File: src/core/simd_gate_pkg.sv
/*
  Shared constants for the SIMD enable fault gate: register byte offsets,
  control and feature bit positions, reset values and the enumerations of
  instruction classes and outcomes.
  Assumes a 32-bit Avalon-MM slave port with word-aligned byte addresses.
*/
package simd_gate_pkg;

  localparam int ADDR_W = 6;
  localparam int DATA_W = 32;

  // register byte offsets
  localparam logic [5:0] FEAT_D_OFS = 6'h00;
  localparam logic [5:0] FEAT_C_OFS = 6'h04;
  localparam logic [5:0] CTRL0_OFS = 6'h08;
  localparam logic [5:0] CTRL4_OFS = 6'h0C;
  localparam logic [5:0] STACK_TOP_OFS = 6'h10;
  localparam logic [5:0] MAP_QUERY_OFS = 6'h14;
  localparam logic [5:0] RESULT_OFS = 6'h18;
  localparam logic [5:0] IRQ_STATUS_OFS = 6'h1C;
  localparam logic [5:0] IRQ_MASK_OFS = 6'h20;
  localparam logic [5:0] TAG_WORD_OFS = 6'h24;

  // leaf 1 result register D
  localparam int FEAT_D_EXT_SAVE_BIT = 24;
  localparam int FEAT_D_GEN1_BIT = 25;
  localparam int FEAT_D_GEN2_BIT = 26;
  // leaf 1 result register C
  localparam int FEAT_C_GEN3_BIT = 0;
  localparam int FEAT_C_SUPP_BIT = 9;
  localparam int FEAT_C_GEN4A_BIT = 19;
  localparam int FEAT_C_GEN4B_BIT = 20;
  localparam int FEAT_C_POPCOUNT_BIT = 23;

  // control register 0 and 4 bits
  localparam int MONITOR_COPROC_BIT = 1;
  localparam int FPU_EMULATION_BIT = 2;
  localparam int TASK_SWITCHED_BIT = 3;
  localparam int OS_EXT_SAVE_BIT = 9;
  localparam int OS_SIMD_FP_HANDLER_BIT = 10;

  // interrupt status / mask bits
  localparam int IRQ_INVALID_BIT = 0;
  localparam int IRQ_PROTECT_BIT = 1;
  localparam int IRQ_UNAVAIL_BIT = 2;
  localparam int IRQ_SIMDFP_BIT = 3;
  localparam int IRQ_EXEC_BIT = 4;
  localparam int IRQ_W = 5;

  // reset values
  localparam logic [31:0] CTRL0_RESET = 32'h0000_0004;
  localparam logic [31:0] CTRL4_RESET = 32'h0000_0000;
  localparam logic [2:0] STACK_TOP_RESET = 3'h0;
  localparam logic [15:0] TAG_WORD_RESET = 16'hFFFF;
  localparam logic [IRQ_W-1:0] IRQ_MASK_RESET = 5'h00;

  // default feature support: all present
  localparam logic [31:0] FEAT_D_DEFAULT = 32'h0700_0000;
  localparam logic [31:0] FEAT_C_DEFAULT = 32'h0098_0201;

  typedef enum logic [2:0] {
    CLASS_GEN1,
    CLASS_GEN2,
    CLASS_GEN3,
    CLASS_SUPP,
    CLASS_GEN4A,
    CLASS_GEN4B,
    CLASS_POPCOUNT,
    CLASS_PACKED_INT
  } instr_class_e;

  typedef enum logic [1:0] {
    OUT_EXECUTE,
    OUT_INVALID_OPCODE,
    OUT_DEVICE_NOT_AVAIL,
    OUT_SIMD_FP
  } outcome_e;

endpackage

File: src/core/simd_enable_fault_gate.sv
/*
  SIMD enable fault gate: decides per issued SIMD instruction whether it
  executes or faults, holds the control flags, reports leaf 1 feature bits,
  translates register names for a debugger, and raises an interrupt on
  fault events.
  Assumes a 100 MHz clock, Avalon-MM master with waitrequest, and an issue
  port driven by core logic on the same clock.
*/
// Register access over Avalon-MM and the register offsets were left to the implementer.
`timescale 1ns/1ns
`default_nettype none
module simd_enable_fault_gate
  import simd_gate_pkg::*;
#(
  parameter logic [31:0] FEAT_D = simd_gate_pkg::FEAT_D_DEFAULT,
  parameter logic [31:0] FEAT_C = simd_gate_pkg::FEAT_C_DEFAULT
) (
  input wire logic clk,
  input wire logic rstn,
  input wire logic [simd_gate_pkg::ADDR_W-1:0] address,
  input wire logic read,
  input wire logic write,
  input wire logic [3:0] byteenable,
  input wire logic [simd_gate_pkg::DATA_W-1:0] writedata,
  output logic [simd_gate_pkg::DATA_W-1:0] readdata,
  output logic waitrequest,
  input wire logic instrValid,
  input wire simd_gate_pkg::instr_class_e instrClass,
  input wire logic simdFpCondition,
  input wire logic debugTrap,
  output logic resultValid,
  output simd_gate_pkg::outcome_e resultCode,
  output logic debugTrapOut,
  output logic irq
);
  import simd_gate_pkg::*;

  logic waitrequest_reg;
  logic [31:0] readdata_reg;
  logic [31:0] ctrl0_reg;
  logic [31:0] ctrl4_reg;
  logic [2:0] stackTop_reg;
  logic [2:0] mapIndex_reg;
  logic [15:0] tagWord_reg;
  logic [IRQ_W-1:0] irqStatus_reg;
  logic [IRQ_W-1:0] irqMask_reg;
  logic resultValid_reg;
  outcome_e resultCode_reg;
  outcome_e lastOutcome_reg;
  logic [7:0] outcomeCount_reg;
  logic debugTrap_reg;
  logic irq_reg;

  logic accept;
  logic wrAccept;
  logic [31:0] byteMask;
  logic [31:0] ctrl4_next;
  logic extSaveFlag;
  logic handlerFlag;
  logic emulationFlag;
  logic taskSwitchedFlag;
  logic featurePresent;
  logic needsExtSave;
  outcome_e outcome_next;
  logic gpEvent;
  logic [IRQ_W-1:0] irqEvents;
  logic [IRQ_W-1:0] irqClear;
  logic [31:0] readValue;
  logic [2:0] stackRelPhys;
  logic [2:0] packedIntPhys;
  logic [2:0] packedIntStackRel;
  logic [1:0] tagOfPhys;

  // bus handshake: answer one cycle after the request is seen
  assign accept = (read | write) & ~waitrequest_reg;
  assign wrAccept = write & ~waitrequest_reg;
  assign byteMask = {{8{byteenable[3]}}, {8{byteenable[2]}},
                     {8{byteenable[1]}}, {8{byteenable[0]}}};

  always_ff @(posedge clk or negedge rstn)
  begin
    if (!rstn)
      waitrequest_reg <= 1'b1;
    else
      waitrequest_reg <= ~((read | write) & waitrequest_reg);
  end

  assign extSaveFlag = ctrl4_reg[OS_EXT_SAVE_BIT];
  assign handlerFlag = ctrl4_reg[OS_SIMD_FP_HANDLER_BIT];
  assign emulationFlag = ctrl0_reg[FPU_EMULATION_BIT];
  assign taskSwitchedFlag = ctrl0_reg[TASK_SWITCHED_BIT];

  // control 4 write; bits other than the two flags read as zero
  always_comb
  begin
    ctrl4_next = ctrl4_reg;
    gpEvent = 1'b0;
    if (wrAccept && address == CTRL4_OFS)
    begin
      ctrl4_next = (ctrl4_reg & ~byteMask) | (writedata & byteMask);
      ctrl4_next = ctrl4_next & ((32'h1 << OS_EXT_SAVE_BIT)
                                 | (32'h1 << OS_SIMD_FP_HANDLER_BIT));
      if (!FEAT_D[FEAT_D_EXT_SAVE_BIT] && ctrl4_next[OS_EXT_SAVE_BIT])
      begin
        ctrl4_next[OS_EXT_SAVE_BIT] = ctrl4_reg[OS_EXT_SAVE_BIT];
        gpEvent = byteenable[1];
      end
    end
  end

  always_ff @(posedge clk or negedge rstn)
  begin
    if (!rstn)
      ctrl4_reg <= CTRL4_RESET;
    else
      ctrl4_reg <= ctrl4_next;
  end

  // flags kept as software writes them; monitor flag has no effect
  always_ff @(posedge clk or negedge rstn)
  begin
    if (!rstn)
      ctrl0_reg <= CTRL0_RESET;
    else if (wrAccept && address == CTRL0_OFS)
      ctrl0_reg <= ((ctrl0_reg & ~byteMask) | (writedata & byteMask))
                   & ((32'h1 << MONITOR_COPROC_BIT)
                      | (32'h1 << FPU_EMULATION_BIT)
                      | (32'h1 << TASK_SWITCHED_BIT));
  end

  always_ff @(posedge clk or negedge rstn)
  begin
    if (!rstn)
    begin
      stackTop_reg <= STACK_TOP_RESET;
      mapIndex_reg <= 3'h0;
      tagWord_reg <= TAG_WORD_RESET;
    end
    else if (wrAccept)
    begin
      if (address == STACK_TOP_OFS && byteenable[0])
        stackTop_reg <= writedata[2:0];
      if (address == MAP_QUERY_OFS && byteenable[0])
        mapIndex_reg <= writedata[2:0];
      // each tag byte lane lands on its own, so a full write keeps both
      if (address == TAG_WORD_OFS && byteenable[0])
        tagWord_reg[7:0] <= writedata[7:0];
      if (address == TAG_WORD_OFS && byteenable[1])
        tagWord_reg[15:8] <= writedata[15:8];
    end
  end

  always_comb
  begin
    featurePresent = 1'b0;
    needsExtSave = 1'b1;
    case (instrClass)
      CLASS_GEN1: featurePresent = FEAT_D[FEAT_D_GEN1_BIT];
      CLASS_GEN2: featurePresent = FEAT_D[FEAT_D_GEN2_BIT];
      CLASS_GEN3: featurePresent = FEAT_C[FEAT_C_GEN3_BIT];
      CLASS_SUPP: featurePresent = FEAT_C[FEAT_C_SUPP_BIT];
      CLASS_GEN4A: featurePresent = FEAT_C[FEAT_C_GEN4A_BIT];
      CLASS_GEN4B: featurePresent = FEAT_C[FEAT_C_GEN4B_BIT];
      CLASS_POPCOUNT:
      begin
        featurePresent = FEAT_C[FEAT_C_POPCOUNT_BIT];
        needsExtSave = 1'b0;
      end
      CLASS_PACKED_INT:
      begin
        featurePresent = 1'b1;
        needsExtSave = 1'b0;
      end
      default: featurePresent = 1'b0;
    endcase
  end

  // population count only checks its feature bit; packed integer skips the
  // extended-save flag but still honours emulation and task-switched
  always_comb
  begin
    outcome_next = OUT_EXECUTE;
    if ((needsExtSave && !extSaveFlag) || !featurePresent)
      outcome_next = OUT_INVALID_OPCODE;
    else if (emulationFlag && instrClass != CLASS_POPCOUNT)
      outcome_next = OUT_INVALID_OPCODE;
    else if (taskSwitchedFlag && instrClass != CLASS_POPCOUNT)
      outcome_next = OUT_DEVICE_NOT_AVAIL;
    else if (simdFpCondition && instrClass != CLASS_PACKED_INT
             && instrClass != CLASS_POPCOUNT)
      outcome_next = handlerFlag ? OUT_SIMD_FP : OUT_INVALID_OPCODE;
    else
      outcome_next = OUT_EXECUTE;
  end

  always_ff @(posedge clk or negedge rstn)
  begin
    if (!rstn)
    begin
      resultValid_reg <= 1'b0;
      resultCode_reg <= OUT_EXECUTE;
    end
    else
    begin
      resultValid_reg <= instrValid;
      if (instrValid)
        resultCode_reg <= outcome_next;
    end
  end

  always_ff @(posedge clk or negedge rstn)
  begin
    if (!rstn)
    begin
      lastOutcome_reg <= OUT_EXECUTE;
      outcomeCount_reg <= 8'h00;
    end
    else if (instrValid)
    begin
      lastOutcome_reg <= outcome_next;
      outcomeCount_reg <= 8'(outcomeCount_reg + 8'h01);
    end
  end

  // trap passes with equal delay for every class
  always_ff @(posedge clk or negedge rstn)
  begin
    if (!rstn)
      debugTrap_reg <= 1'b0;
    else
      debugTrap_reg <= debugTrap;
  end

  always_comb
  begin
    irqEvents = '0;
    irqEvents[IRQ_PROTECT_BIT] = gpEvent;
    if (instrValid)
    begin
      irqEvents[IRQ_INVALID_BIT] = (outcome_next == OUT_INVALID_OPCODE);
      irqEvents[IRQ_UNAVAIL_BIT] = (outcome_next == OUT_DEVICE_NOT_AVAIL);
      irqEvents[IRQ_SIMDFP_BIT] = (outcome_next == OUT_SIMD_FP);
      irqEvents[IRQ_EXEC_BIT] = (outcome_next == OUT_EXECUTE);
    end
  end

  assign irqClear = (wrAccept && address == IRQ_STATUS_OFS && byteenable[0])
                    ? writedata[IRQ_W-1:0] : '0;

  // a new event beats a clear in the same cycle
  always_ff @(posedge clk or negedge rstn)
  begin
    if (!rstn)
      irqStatus_reg <= '0;
    else
      irqStatus_reg <= (irqStatus_reg & ~irqClear) | irqEvents;
  end

  always_ff @(posedge clk or negedge rstn)
  begin
    if (!rstn)
      irqMask_reg <= IRQ_MASK_RESET;
    else if (wrAccept && address == IRQ_MASK_OFS && byteenable[0])
      irqMask_reg <= writedata[IRQ_W-1:0];
  end

  always_ff @(posedge clk or negedge rstn)
  begin
    if (!rstn)
      irq_reg <= 1'b0;
    else
      irq_reg <= |(((irqStatus_reg & ~irqClear) | irqEvents) & irqMask_reg);
  end

  fp_reg_map u_map (
    .stackTop(stackTop_reg),
    .index(mapIndex_reg),
    .stackRelPhys(stackRelPhys),
    .packedIntPhys(packedIntPhys),
    .packedIntStackRel(packedIntStackRel)
  );

  // tag indexed by physical register, never by stack top
  assign tagOfPhys = tagWord_reg[{stackRelPhys, 1'b0} +: 2];

  always_comb
  begin
    readValue = 32'h0000_0000;
    case (address)
      FEAT_D_OFS: readValue = FEAT_D & ((32'h1 << FEAT_D_GEN1_BIT)
                                        | (32'h1 << FEAT_D_GEN2_BIT)
                                        | (32'h1 << FEAT_D_EXT_SAVE_BIT));
      FEAT_C_OFS: readValue = FEAT_C & ((32'h1 << FEAT_C_GEN3_BIT)
                                        | (32'h1 << FEAT_C_SUPP_BIT)
                                        | (32'h1 << FEAT_C_GEN4A_BIT)
                                        | (32'h1 << FEAT_C_GEN4B_BIT)
                                        | (32'h1 << FEAT_C_POPCOUNT_BIT));
      CTRL0_OFS: readValue = ctrl0_reg;
      CTRL4_OFS: readValue = ctrl4_reg;
      STACK_TOP_OFS: readValue = {29'h0, stackTop_reg};
      MAP_QUERY_OFS: readValue = {14'h0, tagOfPhys,
                                  1'b0, packedIntStackRel,
                                  1'b0, packedIntPhys,
                                  1'b0, stackRelPhys,
                                  1'b0, mapIndex_reg};
      RESULT_OFS: readValue = {22'h0, outcomeCount_reg, lastOutcome_reg};
      IRQ_STATUS_OFS: readValue = {27'h0, irqStatus_reg};
      IRQ_MASK_OFS: readValue = {27'h0, irqMask_reg};
      TAG_WORD_OFS: readValue = {16'h0, tagWord_reg};
      default: readValue = 32'h0000_0000;
    endcase
  end

  // data captured at the request edge, stands while waitrequest is low
  always_ff @(posedge clk or negedge rstn)
  begin
    if (!rstn)
      readdata_reg <= 32'h0000_0000;
    else if (read && waitrequest_reg)
      readdata_reg <= readValue;
  end

  assign readdata = readdata_reg;
  assign waitrequest = waitrequest_reg;
  assign resultValid = resultValid_reg;
  assign resultCode = resultCode_reg;
  assign debugTrapOut = debugTrap_reg;
  assign irq = irq_reg;

endmodule
`default_nettype wire

File: src/core/fp_reg_map.sv
/*
  Register name translation between stack-relative names, packed integer
  registers and physical floating-point data registers.
  Assumes a 3-bit stack top pointer held by the caller; purely combinational.
*/
`timescale 1ns/1ns
`default_nettype none
module fp_reg_map (
  input wire logic [2:0] stackTop,
  input wire logic [2:0] index,
  output logic [2:0] stackRelPhys,
  output logic [2:0] packedIntPhys,
  output logic [2:0] packedIntStackRel
);

  // stack-relative name adds to top, wrapping at eight
  assign stackRelPhys = 3'(stackTop + index);
  // packed registers are fixed onto physical ones
  assign packedIntPhys = index;
  // stack-relative name under which a packed register is seen
  assign packedIntStackRel = 3'(index - stackTop);

endmodule
`default_nettype wire

File: config.mk
export PLATFORM = sky130hd
export DESIGN_NAME = simd_enable_fault_gate
export DESIGN_NICKNAME = d
export VERILOG_FILES = /design/src/core/simd_gate_pkg.sv /design/src/core/simd_enable_fault_gate.sv /design/src/core/fp_reg_map.sv
export SDC_FILE = /design/constraint.sdc
export NUM_CORES = 1
export LEC_CHECK = 0
export BUFFER_PORTS_ARGS = -buffer_cell sky130_fd_sc_hd__clkbuf_2
export CAP_MARGIN = 30
export CORE_UTILIZATION = 57
export DETAILED_ROUTE_END_ITERATION = 10
export GPL_TIMING_DRIVEN = 1
export PLACE_DENSITY = 0.85
export SKIP_LAST_GASP = 1
export SLEW_MARGIN = 20
export SYNTH_ARGS = -nofsm -noshare
export SYNTH_HDL_FRONTEND = slang
export SYNTH_HIERARCHICAL = 1
export SYNTH_SLANG_ARGS = --single-unit
export TNS_END_PERCENT = 20
File: constraint.sdc
create_clock -name clk -period 6.11 [get_ports clk]
set_input_delay 1.5275 -clock clk [delete_from_list [all_inputs] [get_ports clk]]
set_output_delay 1.5275 -clock clk [all_outputs]
set_load 0.02 [all_outputs]
### Word level (Yosys, flattened, before mapping)

Cells that the tools add are included.
W data, S select, Z words.

* register bits after elaboration: 83
* logic and storage cells: 95

* $add $sub $neg: 3
* equal/unequal tests: 21
* shift operators: 1
* mux-type cells: 11
* bitwise gates (word level): 15
* reduce and logical (&&, ||, !) cells: 29

Operators with widths (count)
* $pmux W27 S10: 1
* $eq A6 B5 Y1 const B: 4
* $and A11 B11 Y11: 2
* $logic_and A1 B1 Y1: 16
* $shiftx A16 B5 Y2: 1
* $eq A3 B3 Y1 const B: 4
* $eq A6 B4 Y1 const B: 2
* $eq A6 B6 Y1 const B: 2
* $not A11 Y11: 1
* $or A11 B11 Y11: 1
* $and A5 B5 Y5: 2
* $mux W2: 5
* $add A8 B1 Y8 const B: 1
* $reduce_and A2 Y1: 4
* $reduce_or A8 Y1: 1
* $eq A3 B2 Y1 const B: 2
* $eq A6 B3 Y1 const B: 1
* $logic_not A6 Y1: 1
* $ne A3 B3 Y1 const B: 2
* $mux W5: 1
* $not A5 Y5: 1
* $or A5 B5 Y5: 1
* $reduce_or A5 Y1: 1
* $and A4 B4 Y4: 1
* other kinds (16): 22

### Logic depth before layout (Yosys ltp)

* depth in word-level cells: 12
* depth in mapped cells: 8
* mapped depth without buffers: 7

### Modules after synthesis

The synthesis kept the hierarchy.

By module, submodules not included
* simd_enable_fault_gate: instances 1, cells an instance 297, area an instance 3462.1 µm²
* fp_reg_map: instances 1, cells an instance 17, area an instance 167.7 µm²

### Least setup slack after synthesis

OpenSTA, ideal clock, no wires.

* kind: in2reg
* start: in address[5] (netlist bit)
* end: reg (tool-made name)
* setup time: 0.128 ns
* arrival time: 2.845 ns
* required time: 5.982 ns
* path slack: 3.137 ns
* cell stages on the path: 5
* buffers on the path: 1
* cells stage by stage: or4_1 -> buf_2 -> nor3_4 -> and2_1 -> mux2_1

RTL lines
* start: declaration: RTL line simd_enable_fault_gate.sv:20 `input wire logic [simd_gate_pkg::ADDR_W-1:0] address,`

### Worst setup path in the final report

* start: in address[2] (netlist bit)
* end: reg tagWord_reg[9]

* longest elaborated chain between the ends: 3

RTL lines
* $eq A6 B6 Y1: RTL line simd_enable_fault_gate.sv:148 `if (address == TAG_WORD_OFS && byteenable[1])`
* $logic_and A1 B1 Y1: RTL line simd_enable_fault_gate.sv:148
* $reduce_and A2 Y1 (no source line)
* end signal: assignment: RTL line simd_enable_fault_gate.sv:149 `tagWord_reg[15:8] <= writedata[15:8];`
* end: declaration: RTL line simd_enable_fault_gate.sv:44 `logic [15:0] tagWord_reg;`

No other way between the ends.
A chain may end at the register's enable or synchronous reset.

==> metrics.log <==
[metrics] pin count of the biggest net entering global routing: 72
[metrics] maximum fanout encountered on the critical timing path: 13
[metrics] total number of vias: 2796
[metrics] Sinks on Clock Net: 71
[metrics] Final Wtd Congestion: 0.8634
[metrics] die span in x: 81.80 um
[metrics] Largest register FFs: 20
[metrics] Final Hold Violating Endpoints: 0
[metrics] hold worst-path end: readdata[7]
[metrics] Max Fclk: 256.6 MHz
[metrics] post-synthesis cell area: approximately 3600 um^2
[metrics] reported max-cap violation count: 0
[metrics] Seq cells post-synth: 71
[metrics] setup repair after global routing missed its margin: no
[metrics] fin. max-slew vios: 0
[metrics] area growth from synthesis to layout: 13.34%
[metrics] number of synthesized flops with an enable pin: 0
[metrics] initial antenna violation count: 0
[metrics] number of iterations in the first detailed-routing pass: 5
[metrics] Skew-Pair Late Insertion Delay: between 300 and 400 ps
[metrics] I/O pin total: 90
[metrics] cell with the most instances after synthesis: dfrtp_1
[metrics] post-CTS setup-driven buffer insertion count: 0
[metrics] number of cells on the worst reg-to-reg path: 7
[metrics] Core Box Area: 6026 um^2
[metrics] Total Routed Length: 8358 um
[metrics] leading cell types by count after synthesis: 53 x dfrtp_1, 36 x nand2_1, 30 x mux2_2
[metrics] synthesis warning total: 6
[metrics] worst path required time: 6390 ps
[metrics] worst hold path type: register to register
[metrics] worst-case clock skew: 5.666 ps
[metrics] post-route setup TNS: 0 ps
[metrics] average vias per placed instance: ~6.2
[metrics] Slew @ Worst Pin: roughly 950 ps
[metrics] wire per inst: 18.61 um
[metrics] leak pwr: 1.935 nW
[metrics] share of post-route cells with drive strength above 1: between 30% and 40%
[metrics] global-route met1 utilization: a little under two fifths
[metrics] Remaining Overflow, GRT: 0
[metrics] final standard cell count with taps included and fillers excluded: between 400 and 500
[metrics] start of the worst register-to-register path: mapIndex_reg[0]
[metrics] ratio of final minimum period to clock period: 63.79%
[metrics] number of endpoints failing setup at the final stage: 0
[metrics] startpoint types: input pin
[metrics] area share of the largest cell type after synthesis: roughly 37%
[metrics] Routed Antenna Nets: 0
[metrics] Post-Syn Instances: 314
[metrics] Area contributors post-synth: dfrtp_1 37%, dfstp_2 13%, mux2_2 9.3%
[metrics] PortBufs: 63
[metrics] deepest level of the CTS H-tree: 3
[metrics] ratio of total power to cell area: roughly 260 nW/um^2
[metrics] post-route DRC violation count: 0
[metrics] shortest period the worst path allows: between 3000 and 4000 ps
[metrics] Global Route met2 Usage: approximately 42%
[metrics] class of the most critical setup path: input pin to register
[metrics] number of placement rows: 28
[metrics] number of distinct library cells after synthesis: 49
[metrics] first-pass GRT wire length: about 13000 um
[metrics] detailed-placement wirelength estimate: 5976 um
[metrics] total power: approximately 1.1 mW
[metrics] sequential-to-total area share from yosys stat: 49.57%
[metrics] number of buffers between clock root and the deepest sink: 2
[metrics] dominant register cell in the synthesized netlist: dfrtp_1
[metrics] hold-critical path depth: 2
[metrics] status: completed
[metrics] antenna cells: 0
[metrics] CTS tree: yes
[metrics] busiest grt layer: met2
[metrics] crit end category: register
[metrics] NumNets Final: 426
[metrics] Worst R2R Setup Slack: ~3800 ps
[metrics] Chip Height: 81.80 um
[metrics] worst reg2reg path endpoint: readdata[16]
[metrics] HP Start: readdata[7]
[metrics] CTS Root Cell: clkbuf_8
[metrics] cts bufs inserted: 9
[metrics] initial core utilization: 60.24%
[metrics] Overall Global Routing Usage: around 28%
[metrics] worst setup margin: 2213 ps
[metrics] arrival time at the worst endpoint: 4180 ps
[metrics] global-route track usage on met3: 5.778%
[metrics] post-cts hold buffer count: 0
[metrics] area of the die: approximately 6700 um^2
[metrics] worst-case headroom to the max-slew limit: 36.23%
[metrics] number of global-route vias before repair: 2666
[metrics] clock input transition at the sequential cells of the worst setup and hold paths: 80 ps
[metrics] number of placed instances, taps included: 432
[metrics] Setup Slack @ Placement: 1900 ps
[metrics] violation count after the first detailed-route iteration: 267
[metrics] leading area contributor after synthesis: dfrtp_1
[metrics] average footprint of a synthesized cell: 11.56 um^2
[metrics] Async S/R FF share, synth: 100.0%
[metrics] PostCTS Resize Cnt: 0
[metrics] largest vdd supply drop: approximately 0.17 mV
[metrics by stage]
stage / instance area [um^2] / hold WS, ps / utilization, %
3_5_place_dp: 3902 / 471.7 / 64.76
2_1_floorplan: 3656 / 445.9 / -
4_1_cts: 4086 / 483.3 / 67.82
6_report: 4114 / 484.3 / 68.27
3_3_place_gp: 3902 / 464.8 / 64.76
5_1_grt: 4114 / 498.3 / 68.27
[routing by layer]
layer	up-vias	share of wire, %	routed length, um
met5	-	0	0
met4	0	2.4	197
met3	25	8.6	719
met2	160	49	4057
met1	1380	40	3384
li1	1231	-	-
[worst max-delay path: stages]
cell      delay (ps)
clkbuf_2         340
nor2b_1          700
and3_1           550
nor2b_1          640
mux2_2           420
[cell type report]
type | instances | area [um^2]
flip-flops and latches | 71 | 1799
clock inverters | 5 | 32.53
inverters | 15 | 56.30
clock buffers | 11 | 151.4
repair buffers | 65 | 350.3
fillers | 454 | 1912
well taps | 75 | 93.84
multi-input cells | 207 | 1630
[report_power, final]
group	switching [mW]	internal [mW]
clock network	0.180	0.168
registers	0.0456	0.516
logic	0.0869	0.0749
total	0.312	0.758
[how the worst max path moves through the flow]
stage / from / endpoint / slack [ps]
2_1_floorplan: address[5] / register / 3140
3_3_place_gp: address[2] / tagWord_reg[14] / 1930
3_5_place_dp: address[2] / tagWord_reg[9] / 1900
4_1_cts: address[2] / tagWord_reg[9] / 2260
5_1_grt: address[2] / tagWord_reg[9] / 2050
6_report: address[2] / tagWord_reg[9] / 2210
[kinds of logic (layout without fill, tap and decap cells)]
group / count (synthesis) / in the layout / share of synthesized area (%)
xor+xnor: 9 / 9 / 2.964
other cells: 1 / 8 / 0.1033
fa+ha+maj: 5 / 5 / 2.137
buf+inv: 43 / 96 / 6.239
mux: 44 / 44 / 15.34
compound gates: 61 / 61 / 11.86
flops: 71 / 71 / 49.57
simple gates: 80 / 80 / 11.79
[cell usage in the layout (no fill, tap or decap), types with 4 or more instances in the layout]
cell type / count
and2_1: 4
clkbuf_2: 62
dfrtp_1: 53
and3_1: 9
mux2i_1: 5
a221oi_1: 4
xnor2_1: 6
conb_1: 8
mux4_2: 6
mux2_2: 30
o21ai_0: 21
nand3_1: 6
nor2_1: 6
inv_1: 15
clkbuf_8: 11
nand2_1: 36
nand4_1: 5
a22o_1: 12
dfstp_2: 18
(Power assumes the default switching activity.)
